### config.mk
export PLATFORM = sky130hd
export DESIGN_NAME = ccr_top
export DESIGN_NICKNAME = d
export VERILOG_FILES = /design/src/ccr_pkg.sv /design/src/ccr_top.sv
export VERILOG_INCLUDE_DIRS = /design/src /design/src/src
export SDC_FILE = /design/constraint.sdc
export NUM_CORES = 1
export LEC_CHECK = 0
export BUFFER_PORTS_ARGS = -buffer_cell sky130_fd_sc_hd__buf_2
export CAP_MARGIN = 0
export CORE_ASPECT_RATIO = 1.5
export CORE_UTILIZATION = 50
export DETAILED_ROUTE_END_ITERATION = 12
export PLACE_DENSITY = 0.72
export SLEW_MARGIN = 20
export SYNTH_ARGS = -nofsm -noshare
export SYNTH_HDL_FRONTEND = slang
export SYNTH_SLANG_ARGS = --single-unit
export TNS_END_PERCENT = 10
### constraint.sdc
create_clock -name CORE_CLK -period 6.21 [get_ports CORE_CLK]
set_clock_uncertainty 0.05 [all_clocks]
set_input_delay 0.3105 -clock CORE_CLK [delete_from_list [all_inputs] [get_ports CORE_CLK]]
set_output_delay 0.3105 -clock CORE_CLK [all_outputs]
set_load 0.02 [all_outputs]
### src/ccr_cfg.svh
// Purpose: Constants for the comparator control register block
// Assumes: 16-bit registers, word index addressing on a plain port
// Notes:   Included by the package and the design
`ifndef CCR_CFG_SVH
`define CCR_CFG_SVH

// ----------------------------------------------------------------
// Register indices (port address)
// ----------------------------------------------------------------
`define CCR_ADDR_W            3
`define CCR_IDX_INPUT_SEL     3'h0
`define CCR_IDX_MODE_CTRL     3'h1
`define CCR_IDX_IRQ_STATUS    3'h2
`define CCR_IDX_IRQ_CLEAR     3'h3
`define CCR_IDX_IRQ_ENABLE    3'h4
`define CCR_IDX_LADDER_CFG    3'h5

// ----------------------------------------------------------------
// Field layout, input select register
// ----------------------------------------------------------------
`define CCR_NEG_EN_BIT        15
`define CCR_NEG_SEL_HI        11
`define CCR_NEG_SEL_LO        8
`define CCR_POS_EN_BIT        7
`define CCR_POS_SEL_HI        3
`define CCR_POS_SEL_LO        0
`define CCR_INSEL_WMASK       16'h8F8F

// ----------------------------------------------------------------
// Field layout, mode control register
// ----------------------------------------------------------------
`define CCR_MREF_EN_BIT       12
`define CCR_MREF_LVL_BIT      11
`define CCR_ON_BIT            10
`define CCR_PWR_HI            9
`define CCR_PWR_LO            8
`define CCR_FDLY_HI           7
`define CCR_FDLY_LO           6
`define CCR_EXCH_BIT          5
`define CCR_SHORT_BIT         4
`define CCR_EDGE_BIT          3
`define CCR_FILT_BIT          2
`define CCR_POL_BIT           1
`define CCR_OUT_BIT           0
`define CCR_MODE_WMASK        16'h1FFE

// ----------------------------------------------------------------
// Interrupt bits and ladder source
// ----------------------------------------------------------------
`define CCR_IRQ_W             2
`define CCR_IRQ_MAIN_BIT      0
`define CCR_IRQ_INV_BIT       1
`define CCR_LADDER_W          2
`define CCR_LADDER_OFF_CODE   2'h3

// ----------------------------------------------------------------
// Reset values and filter timing
// ----------------------------------------------------------------
`define CCR_REG_RESET         16'h0000
`define CCR_CLK_PERIOD_NS     10
`define CCR_FDLY0_NS          450
`define CCR_FDLY1_NS          900
`define CCR_FDLY2_NS          1800
`define CCR_FDLY3_NS          3600
`define CCR_FDLY_CNT_W        9

`endif

### src/ccr_pkg.sv
// Purpose: Types for the comparator control register block
// Assumes: ccr_cfg.svh defines the numeric constants
// Notes:   Types only
`include "ccr_cfg.svh"

package ccr_pkg;

  typedef enum logic [1:0] {
    CCR_PWR_HIGH_SPEED = 2'h0,
    CCR_PWR_NORMAL     = 2'h1,
    CCR_PWR_ULTRA_LOW  = 2'h2,
    CCR_PWR_RESERVED   = 2'h3
  } ccr_pwr_e;

  typedef enum logic [2:0] {
    CCR_FLT_IDLE   = 3'b001,
    CCR_FLT_COUNT  = 3'b010,
    CCR_FLT_SETTLE = 3'b100
  } ccr_flt_state_e;

  typedef logic [15:0] ccr_word_t;

endpackage

### src/ccr_top.sv
// Purpose: Control registers and output logic around an analog comparator
// Assumes: Inputs synchronous to CORE_CLK except the raw comparator output
// Notes:   Registers on a plain port, read data one cycle after the strobe
//
// Function
// - Negative channel routed to minus terminal only while its enable is one
// - Positive channel routed to plus terminal only while its enable is one
// - Reserved bits read zero and ignore writes
// - Manual enable zero: output picks tap; one: manual level picks tap unless the ladder code is three
// - Manual mode: level zero gives tap zero, one gives tap one
// - Comparator powered only while the on bit is one
// - Power field decodes high-speed, normal, ultra-low; code three reserved
// - Four filter delay steps 450, 900, 1800, 3600 ns
// - Exchange swaps the inputs and inverts the output
// - Input short closes the switch joining both terminals
// - Edge select chooses which edge sets main and inverted flags
// - Filter enable passes output through the delay filter
// - Polarity bit inverts the reported and used output
// - Output status bit is read-only, writes have no effect
// - Interrupt request only when module and global enables are set
// - Edge select change may set the flag, even when off
// - Automatic selection: tap one while output high, tap zero while low
//
// Added by the designer: the plain strobed port and the address map.
`timescale 1ns/1ns
`default_nettype none
`include "ccr_cfg.svh"

module ccr_top
(
  input  wire logic                        CORE_CLK,
  input  wire logic                        SYS_RST,
  input  wire logic                        CLK_EN,
  input  wire logic [`CCR_ADDR_W-1:0]      REG_ADDR,
  input  wire logic [15:0]                 REG_WDATA,
  input  wire logic                        REG_WR,
  input  wire logic                        REG_RD,
  output logic      [15:0]                 REG_RDATA,
  input  wire logic                        COMP_RAW_OUT,
  input  wire logic                        GLOBAL_IRQ_ENABLE,
  output logic                             IRQ,
  output logic                             COMP_OUTPUT,
  output logic                             COMP_POWER_ON,
  output logic      [1:0]                  COMP_POWER_MODE,
  output logic                             NEG_CHANNEL_ENABLE,
  output logic      [3:0]                  NEG_CHANNEL_SELECT,
  output logic                             POS_CHANNEL_ENABLE,
  output logic      [3:0]                  POS_CHANNEL_SELECT,
  output logic                             INPUT_EXCHANGE,
  output logic                             INPUT_SHORT,
  output logic                             REF_TAP_ONE_SEL
);

  // ----------------------------------------------------------------
  // Functions
  // ----------------------------------------------------------------
  function automatic logic [`CCR_FDLY_CNT_W-1:0] delay_cycles(input logic [1:0] code);
    integer ns;
    begin
      case (code)
        2'h0:    ns = `CCR_FDLY0_NS;
        2'h1:    ns = `CCR_FDLY1_NS;
        2'h2:    ns = `CCR_FDLY2_NS;
        default: ns = `CCR_FDLY3_NS;
      endcase
      delay_cycles = `CCR_FDLY_CNT_W'(ns / `CCR_CLK_PERIOD_NS);
    end
  endfunction

  function automatic logic hit(input logic [`CCR_ADDR_W-1:0] a,
                               input logic [`CCR_ADDR_W-1:0] idx);
    hit = (a == idx);
  endfunction

  // ----------------------------------------------------------------
  // Declarations
  // ----------------------------------------------------------------
  ccr_pkg::ccr_word_t                in_sel_reg;
  ccr_pkg::ccr_word_t                mode_reg;
  logic [`CCR_IRQ_W-1:0]             irq_status_reg;
  logic [`CCR_IRQ_W-1:0]             irq_status_next;
  logic [`CCR_IRQ_W-1:0]             irq_enable_reg;
  logic [`CCR_LADDER_W-1:0]          ladder_reg;
  logic                              sync1_reg;
  logic                              sync2_reg;
  ccr_pkg::ccr_flt_state_e           flt_state_reg;
  logic [`CCR_FDLY_CNT_W-1:0]        flt_cnt_reg;
  logic                              flt_cand_reg;
  logic                              flt_out_reg;
  logic                              out_reg;
  logic                              out_prev_reg;
  logic                              edge_prev_reg;
  logic                              oriented;
  logic                              source;
  logic                              out_next;
  logic                              rise;
  logic                              fall;
  logic                              es_change;
  logic                              edge_sel;
  logic [15:0]                       rdata_next;

  assign edge_sel = mode_reg[`CCR_EDGE_BIT];

  // ----------------------------------------------------------------
  // Control registers
  // ----------------------------------------------------------------
  // Writes masked
  always_ff @(posedge CORE_CLK or posedge SYS_RST)
  begin
    if (SYS_RST)
    begin
      in_sel_reg <= `CCR_REG_RESET;
      mode_reg   <= `CCR_REG_RESET;
      ladder_reg <= '0;
    end
    else if (CLK_EN && REG_WR)
    begin
      if (hit(REG_ADDR, `CCR_IDX_INPUT_SEL))
      begin
        in_sel_reg <= REG_WDATA & `CCR_INSEL_WMASK;
      end
      else if (hit(REG_ADDR, `CCR_IDX_MODE_CTRL))
      begin
        mode_reg <= REG_WDATA & `CCR_MODE_WMASK;
      end
      else if (hit(REG_ADDR, `CCR_IDX_LADDER_CFG))
      begin
        ladder_reg <= REG_WDATA[`CCR_LADDER_W-1:0];
      end
    end
  end

  always_ff @(posedge CORE_CLK or posedge SYS_RST)
  begin
    if (SYS_RST)
    begin
      irq_enable_reg <= '0;
    end
    else if (CLK_EN && REG_WR && hit(REG_ADDR, `CCR_IDX_IRQ_ENABLE))
    begin
      irq_enable_reg <= REG_WDATA[`CCR_IRQ_W-1:0];
    end
  end

  // ----------------------------------------------------------------
  // Comparator output path
  // ----------------------------------------------------------------
  // Two-stage synchroniser
  always_ff @(posedge CORE_CLK or posedge SYS_RST)
  begin
    if (SYS_RST)
    begin
      sync1_reg <= 1'b0;
      sync2_reg <= 1'b0;
    end
    else if (CLK_EN)
    begin
      sync1_reg <= COMP_RAW_OUT;
      sync2_reg <= sync1_reg;
    end
  end

  assign oriented = sync2_reg ^ mode_reg[`CCR_EXCH_BIT];

  // Delay filter: a new level must hold for the selected delay
  always_ff @(posedge CORE_CLK or posedge SYS_RST)
  begin
    if (SYS_RST)
    begin
      flt_state_reg <= ccr_pkg::CCR_FLT_IDLE;
      flt_cnt_reg   <= '0;
      flt_cand_reg  <= 1'b0;
      flt_out_reg   <= 1'b0;
    end
    else if (CLK_EN)
    begin
      case (flt_state_reg)
        ccr_pkg::CCR_FLT_IDLE:
        begin
          if (oriented != flt_out_reg)
          begin
            flt_cand_reg  <= oriented;
            flt_cnt_reg   <= delay_cycles(mode_reg[`CCR_FDLY_HI:`CCR_FDLY_LO]);
            flt_state_reg <= ccr_pkg::CCR_FLT_COUNT;
          end
        end
        ccr_pkg::CCR_FLT_COUNT:
        begin
          if (oriented != flt_cand_reg)
          begin
            flt_state_reg <= ccr_pkg::CCR_FLT_IDLE;
          end
          else if (flt_cnt_reg <= `CCR_FDLY_CNT_W'(1))
          begin
            flt_state_reg <= ccr_pkg::CCR_FLT_SETTLE;
          end
          else
          begin
            flt_cnt_reg <= flt_cnt_reg - `CCR_FDLY_CNT_W'(1);
          end
        end
        ccr_pkg::CCR_FLT_SETTLE:
        begin
          flt_out_reg   <= flt_cand_reg;
          flt_state_reg <= ccr_pkg::CCR_FLT_IDLE;
        end
        default:
        begin
          flt_state_reg <= ccr_pkg::CCR_FLT_IDLE;
        end
      endcase
    end
  end

  always_comb
  begin
    source = mode_reg[`CCR_FILT_BIT] ? flt_out_reg : oriented;
    if (!mode_reg[`CCR_ON_BIT])
    begin
      out_next = mode_reg[`CCR_POL_BIT];
    end
    else
    begin
      out_next = source ^ mode_reg[`CCR_POL_BIT];
    end
  end

  always_ff @(posedge CORE_CLK or posedge SYS_RST)
  begin
    if (SYS_RST)
    begin
      out_reg       <= 1'b0;
      out_prev_reg  <= 1'b0;
      edge_prev_reg <= 1'b0;
    end
    else if (CLK_EN)
    begin
      out_reg       <= out_next;
      out_prev_reg  <= out_reg;
      edge_prev_reg <= edge_sel;
    end
  end

  // ----------------------------------------------------------------
  // Edge flags
  // ----------------------------------------------------------------
  assign rise      = out_reg && !out_prev_reg;
  assign fall      = !out_reg && out_prev_reg;
  assign es_change = edge_sel != edge_prev_reg;

  always_comb
  begin
    irq_status_next = irq_status_reg;
    if (REG_WR && hit(REG_ADDR, `CCR_IDX_IRQ_CLEAR))
    begin
      irq_status_next = irq_status_reg & ~REG_WDATA[`CCR_IRQ_W-1:0];
    end
    // Edge to flag mapping, set wins
    if ((edge_sel ? fall : rise) || es_change)
    begin
      irq_status_next[`CCR_IRQ_MAIN_BIT] = 1'b1;
    end
    if (edge_sel ? rise : fall)
    begin
      irq_status_next[`CCR_IRQ_INV_BIT] = 1'b1;
    end
  end

  always_ff @(posedge CORE_CLK or posedge SYS_RST)
  begin
    if (SYS_RST)
    begin
      irq_status_reg <= '0;
    end
    else if (CLK_EN)
    begin
      irq_status_reg <= irq_status_next;
    end
  end

  always_ff @(posedge CORE_CLK or posedge SYS_RST)
  begin
    if (SYS_RST)
    begin
      IRQ <= 1'b0;
    end
    else if (CLK_EN)
    begin
      IRQ <= GLOBAL_IRQ_ENABLE && |(irq_status_next & irq_enable_reg);
    end
  end

  // ----------------------------------------------------------------
  // Analog control outputs
  // ----------------------------------------------------------------
  always_ff @(posedge CORE_CLK or posedge SYS_RST)
  begin
    if (SYS_RST)
    begin
      COMP_OUTPUT        <= 1'b0;
      COMP_POWER_ON      <= 1'b0;
      COMP_POWER_MODE    <= ccr_pkg::CCR_PWR_HIGH_SPEED;
      NEG_CHANNEL_ENABLE <= 1'b0;
      NEG_CHANNEL_SELECT <= '0;
      POS_CHANNEL_ENABLE <= 1'b0;
      POS_CHANNEL_SELECT <= '0;
      INPUT_EXCHANGE     <= 1'b0;
      INPUT_SHORT        <= 1'b0;
      REF_TAP_ONE_SEL    <= 1'b0;
    end
    else if (CLK_EN)
    begin
      COMP_OUTPUT        <= out_next;
      COMP_POWER_ON      <= mode_reg[`CCR_ON_BIT];
      COMP_POWER_MODE    <= mode_reg[`CCR_PWR_HI:`CCR_PWR_LO];
      NEG_CHANNEL_ENABLE <= in_sel_reg[`CCR_NEG_EN_BIT];
      NEG_CHANNEL_SELECT <= in_sel_reg[`CCR_NEG_EN_BIT]
                            ? in_sel_reg[`CCR_NEG_SEL_HI:`CCR_NEG_SEL_LO] : 4'h0;
      POS_CHANNEL_ENABLE <= in_sel_reg[`CCR_POS_EN_BIT];
      POS_CHANNEL_SELECT <= in_sel_reg[`CCR_POS_EN_BIT]
                            ? in_sel_reg[`CCR_POS_SEL_HI:`CCR_POS_SEL_LO] : 4'h0;
      INPUT_EXCHANGE     <= mode_reg[`CCR_EXCH_BIT];
      INPUT_SHORT        <= mode_reg[`CCR_SHORT_BIT];
      if (mode_reg[`CCR_MREF_EN_BIT] && ladder_reg != `CCR_LADDER_OFF_CODE)
      begin
        REF_TAP_ONE_SEL <= mode_reg[`CCR_MREF_LVL_BIT];
      end
      else
      begin
        REF_TAP_ONE_SEL <= out_next;
      end
    end
  end

  // ----------------------------------------------------------------
  // Read port
  // ----------------------------------------------------------------
  always_comb
  begin
    rdata_next = 16'h0000;
    if (hit(REG_ADDR, `CCR_IDX_INPUT_SEL))
    begin
      rdata_next = in_sel_reg;
    end
    else if (hit(REG_ADDR, `CCR_IDX_MODE_CTRL))
    begin
      rdata_next = mode_reg;
      rdata_next[`CCR_OUT_BIT] = out_reg;
    end
    else if (hit(REG_ADDR, `CCR_IDX_IRQ_STATUS))
    begin
      rdata_next[`CCR_IRQ_W-1:0] = irq_status_reg;
    end
    else if (hit(REG_ADDR, `CCR_IDX_IRQ_ENABLE))
    begin
      rdata_next[`CCR_IRQ_W-1:0] = irq_enable_reg;
    end
    else if (hit(REG_ADDR, `CCR_IDX_LADDER_CFG))
    begin
      rdata_next[`CCR_LADDER_W-1:0] = ladder_reg;
    end
  end

  always_ff @(posedge CORE_CLK or posedge SYS_RST)
  begin
    if (SYS_RST)
    begin
      REG_RDATA <= 16'h0000;
    end
    else if (CLK_EN)
    begin
      REG_RDATA <= REG_RD ? rdata_next : 16'h0000;
    end
  end

endmodule

`default_nettype wire

# Yosys cells after proc, flatten, opt, wreduce, memory -nomap -nowiden
# Cells that the tools add are included.
classes:
  n_addsub: 1
  multipliers: 0
  div_mod_pow: 1
  n_lt_le_gt_ge: 1
  n_eq_ne: 18
  n_shift: 0
  mux: 29
  bitwise_logic: 7
  reduce_logical: 21
ops:
  columns: ["op", "count"]
  rows:
  - ["$mux W32", 3]
  - ["$pmux W12 S3", 1]
  - ["$div A32 B5 Y32 const B", 1]
  - ["$mux W16", 2]
  - ["$mux W9", 3]
  - ["$pmux W9 S2", 1]
  - ["$mux W11", 1]
  - ["$mux W2", 5]
  - ["$eq A3 B2 Y1 const B", 3]
  - ["$eq A3 B3 Y1 const B", 3]
  - ["$le A9 B1 Y1 const B", 1]
  - ["$mux W3", 3]
  - ["$reduce_and A3 Y1", 3]
  - ["$sub A9 B1 Y9 const B", 1]
  - ["$mux W4", 2]
  - ["$ne A2 B2 Y1 const B", 4]
  - ["$logic_and A1 B1 Y1", 7]
  - ["$mux W1", 7]
  - ["$eq A3 B1 Y1 const B", 2]
  - ["$pmux W3 S2", 1]
  - ["$reduce_and A5 Y1", 1]
  - ["$and A2 B2 Y2", 2]
  - ["$reduce_and A2 Y1", 2]
  - ["$reduce_and A4 Y1", 1]
  - ["13 further kinds", 18]
word_totals:
  reg_bits: 80
  latchBits: 0
  mem_bits_rw: 0
  romBits: 0
  input_bits: 26
  wordCells: 103
  mem_count: 0

# Depth between registers and ports, before layout
depth:
  depth_word: 8
  ltp_mapped: 8

# Worst setup path before layout
# No wires, ideal clock.
synth_timing:
  path_kind: "register -> register"
  startpoint: "reg flt_state_reg[1]"
  endpoint: "reg flt_cnt_reg[3]"
  setup_time_ps: 121
  t_arrival_ps: 1910
  required_ps: 6039
  path_slack_ps: 4129
  path_stages_with_launch: 8
  n_path_buf: 3
  period_less_slack_ps: 2081
  path_cell_list: "dfrtp_1 -> or3b_1 -> buf_2 -> o22a_1 -> or3_1 -> buf_6 -> buf_6 -> o22a_1"
synth_between:
  elab_chain_cells: 3
synth_lines:
  columns: ["item", "line_no", "text"]
  rows:
  - ["start: declaration", "ccr_top.sv:86", "ccr_pkg::ccr_flt_state_e flt_state_reg;"]
  - ["start signal: assignment", "ccr_top.sv:170", "flt_state_reg <= ccr_pkg::CCR_FLT_IDLE;"]
  - ["start signal: assignment", "ccr_top.sv:184", "flt_state_reg <= ccr_pkg::CCR_FLT_COUNT;"]
  - ["start signal: assignment", "ccr_top.sv:191", "flt_state_reg <= ccr_pkg::CCR_FLT_IDLE;"]
  - ["$eq A3 B2 Y1 or $eq A3 B1 Y1 (tied branches)", "ccr_top.sv:177", "case (flt_state_reg)"]
  - ["$ne A2 B2 Y1 (no line) or $reduce_bool A2 Y1 (tied branches)", null, null]
  - ["$reduce_and A5 Y1 (no line)", null, null]
  - ["end signal: assignment", "ccr_top.sv:183", "flt_cnt_reg <= delay_cycles(mode_reg[`CCR_FDLY_HI:`CCR_FDLY_LO]);"]
  - ["end signal: assignment", "ccr_top.sv:199", "flt_cnt_reg <= flt_cnt_reg - `CCR_FDLY_CNT_W'(1);"]
  - ["end: declaration", "ccr_top.sv:87", "logic [`CCR_FDLY_CNT_W-1:0] flt_cnt_reg;"]
# Several ways; a longest one is shown, not always the timed one.
# A chain may end at the register's enable or synchronous reset.

# Worst setup path after layout
layout_timing:
  startpoint: "reg flt_state_reg[1]"
  endpoint: "reg flt_cnt_reg[6]"
# The elaborated chain is that of the path after synthesis.

==> metrics.yaml <==
outcome: "complete, no violations"
synthTopCellsByArea: "dfrtp_1, mux2_2, ha_1"
async_reset_ff_share_pct: 100
setup_viol: 0
synth_warnings: 0
max_freq_mhz: 393
wirelength_um: 8080
ios: 60
ir_drop_v: 0.000260
core_area_um2: 7180
holdPathEnd: "mode_reg[5]"
hold_depth: 2
slew-limit-headroom_pct: 35.9
hold_path_startpoint: "REG_WDATA[5]"
avgSynthCellArea_um2: 11.2
cts_tree: "yes"
post-synth-top-count-cell: "dfrtp_1"
wl_per_cell_um: 16.6
fin_crit_sh_pct: 41.0
startpoint_type: "flip-flop"
yosys.cell_types.count: 49
largest_reg_flops: 14
critPathRequiredTime_ns: 6.46
netlist_area_um2: 3690
p_per_area_nw_per_um2: 386
reg2reg_slack_ns: 3.67
fin_tns_setup_ns: 0
clock-sinks: 78
drt_iter0_drc: 141
finalPower_uw: 1650
initial_core_util_pct: 51.4
clock_latency_ns: 0.36
slew_violations: 0
critPathLaunch: "flt_state_reg[1]"
route.detailed.drc: 0
cts_root_buf: "clkbuf_8"
period_needed_ns: 2.54
gr-total-overflow: 0
vias: 2752
synthTopCellsByCount: "dfrtp_1, mux2_2, nand2_1"
track_usage_pct: 23.0
die_area_um2: 7740
worstReg2RegStart: "flt_state_reg[1]"
syn_inst: 331
crit_fanout: 17
placementRows: 38
rsz0062_at_grt: "false"
drive_gt1_share_pct: 27.8
antennaDiodeCount: 0
grt_pass1_wl_um: 13400
synth_top_cell_area_share_pct: 52.2
post_cts_resize_count: 0
crit_type: "flip-flop to flip-flop"
ys_seq_elements: 78
arrival_ns: 2.80
yosysTopAreaCell: "dfrtp_1"
die_height_um: 107
min_path_type: "input port to flip-flop"
dr.pass1.iters: 4
io_buffers: 55
route.antenna.remaining_nets: 0
die_x_um: 72.2
leakagePower_uw: 0.00196
worstMarginPinSlew_ns: 0.961
antenna_found_initial: 0
cts_buffers: 9
worst_setup_path_end_kind: "flip-flop"
grt_start_max_net_pins: 79
synth-edff-count: 0
synth_ff_type: "dfrtp_1"
viasPerCell: 5.64
area_growth_syn_to_layout_pct: 15.7
place_hpwl_um: 5540
grt_pass1_vias: 2661
path_clk_slew_ns: 0.08
reg2reg_depth: 5
gp_congestion: 0.853
fillCellCount: 622
reg2reg_to: "flt_cnt_reg[6]"
nets: 418
hold_viol_final: 0
drv_cap: 0
synth_seq_area_share_pct: 52.9
clockBufferDepth: 2
ctsHoldBuffers: 0
htree_levels: 3
cts_setup_buffers: 0
layout by cell type (no fill, tap or decap), types with 3 or more instances in the layout:
master     count
dfrtp_1       77
buf_2         55
mux2_2        32
nand2_1       22
o21ai_0       20
nor2_1        18
inv_1         15
a21oi_1       13
o2bb2ai_1     11
clkbuf_8      10
ha_1           9
a22oi_1        8
o21ai_1        7
nand3_1        7
a22o_1         6
nor2b_1        5
nand2b_1       5
o22a_1         5
o22ai_1        5
o211ai_1       5
nor3_1         4
o31ai_1        3
or3_1          3
mux2i_1        3
a31oi_1        3
bufinv_16      3
buf_4          3
metrics by stage:
stage	worst slack [ns]	hold WS, ns	utilization [%]	instances	area [um2]
3_3_place_gp	3.55	0.413	56.1	472	4030
6_report	3.67	0.129	59.5	488	4270
2_1_floorplan	3.86	0.377	-	332	3700
5_1_grt	3.52	0.125	59.5	488	4270
3_5_place_dp	3.54	0.417	56.1	472	4030
4_1_cts	3.59	0.121	59.4	488	4270
per-layer routing:
metal / GRT usage, % / up-vias / wire length (um)
met5: 0 / - / 0
met2: 38.1 / 58 / 4250
li1: - / 1299 / -
met3: 3.75 / 13 / 237
met4: 9.52 / 0 / 145
met1: 29.8 / 1382 / 3450
power breakdown:
part	internal (uW)	switching (uW)	total [uW]
combinational	199	248	447
sequential	629	113	741
clock	278	183	461
total	1110	544	1650
area by class of cell:
type                            instances  area (um2)  share of cell area (%)
Clock inverter                          4        95.1                    2.23
Sequential cell                        78        1950                    45.7
Timing Repair Buffer                   58         298                    6.97
Inverter                               17        63.8                    1.49
Tap cell                              100         125                    2.93
Clock buffer                           12         145                    3.40
Multi-Input combinational cell        219        1590                    37.3
kinds of logic (layout without fill, tap and decap cells):
family / Yosys count / count (layout) / synth area share [%]
fa+ha+maj: 9 / 9 / 3.05
mux: 35 / 35 / 10.6
other cells: 1 / 2 / 0.102
buf+inv: 35 / 91 / 4.23
flops: 78 / 78 / 52.9
simple gates: 73 / 73 / 9.65
xor+xnor: 4 / 4 / 1.76
compound gates: 96 / 96 / 17.8
worst max path at each step:
stage                          end  slack (ns)  cells after the start
floorplan              COMP_OUTPUT        3.86                      1
CTS                 flt_cnt_reg[6]        3.59                      5
finish              flt_cnt_reg[6]        3.67                      5
global route        flt_cnt_reg[3]        3.52                      5
global placement      flt_cand_reg        3.55                      6
detailed placement    flt_cand_reg        3.54                      6
critical path: stages, from the launching register on:
cell     delay [ns]
dfrtp_1        0.45
or3b_1         0.62
o22a_1         0.31
or3_1          0.61
o21ba_1        0.31
o22a_1         0.12
Note: power is estimated with default switching activity, not from simulation.
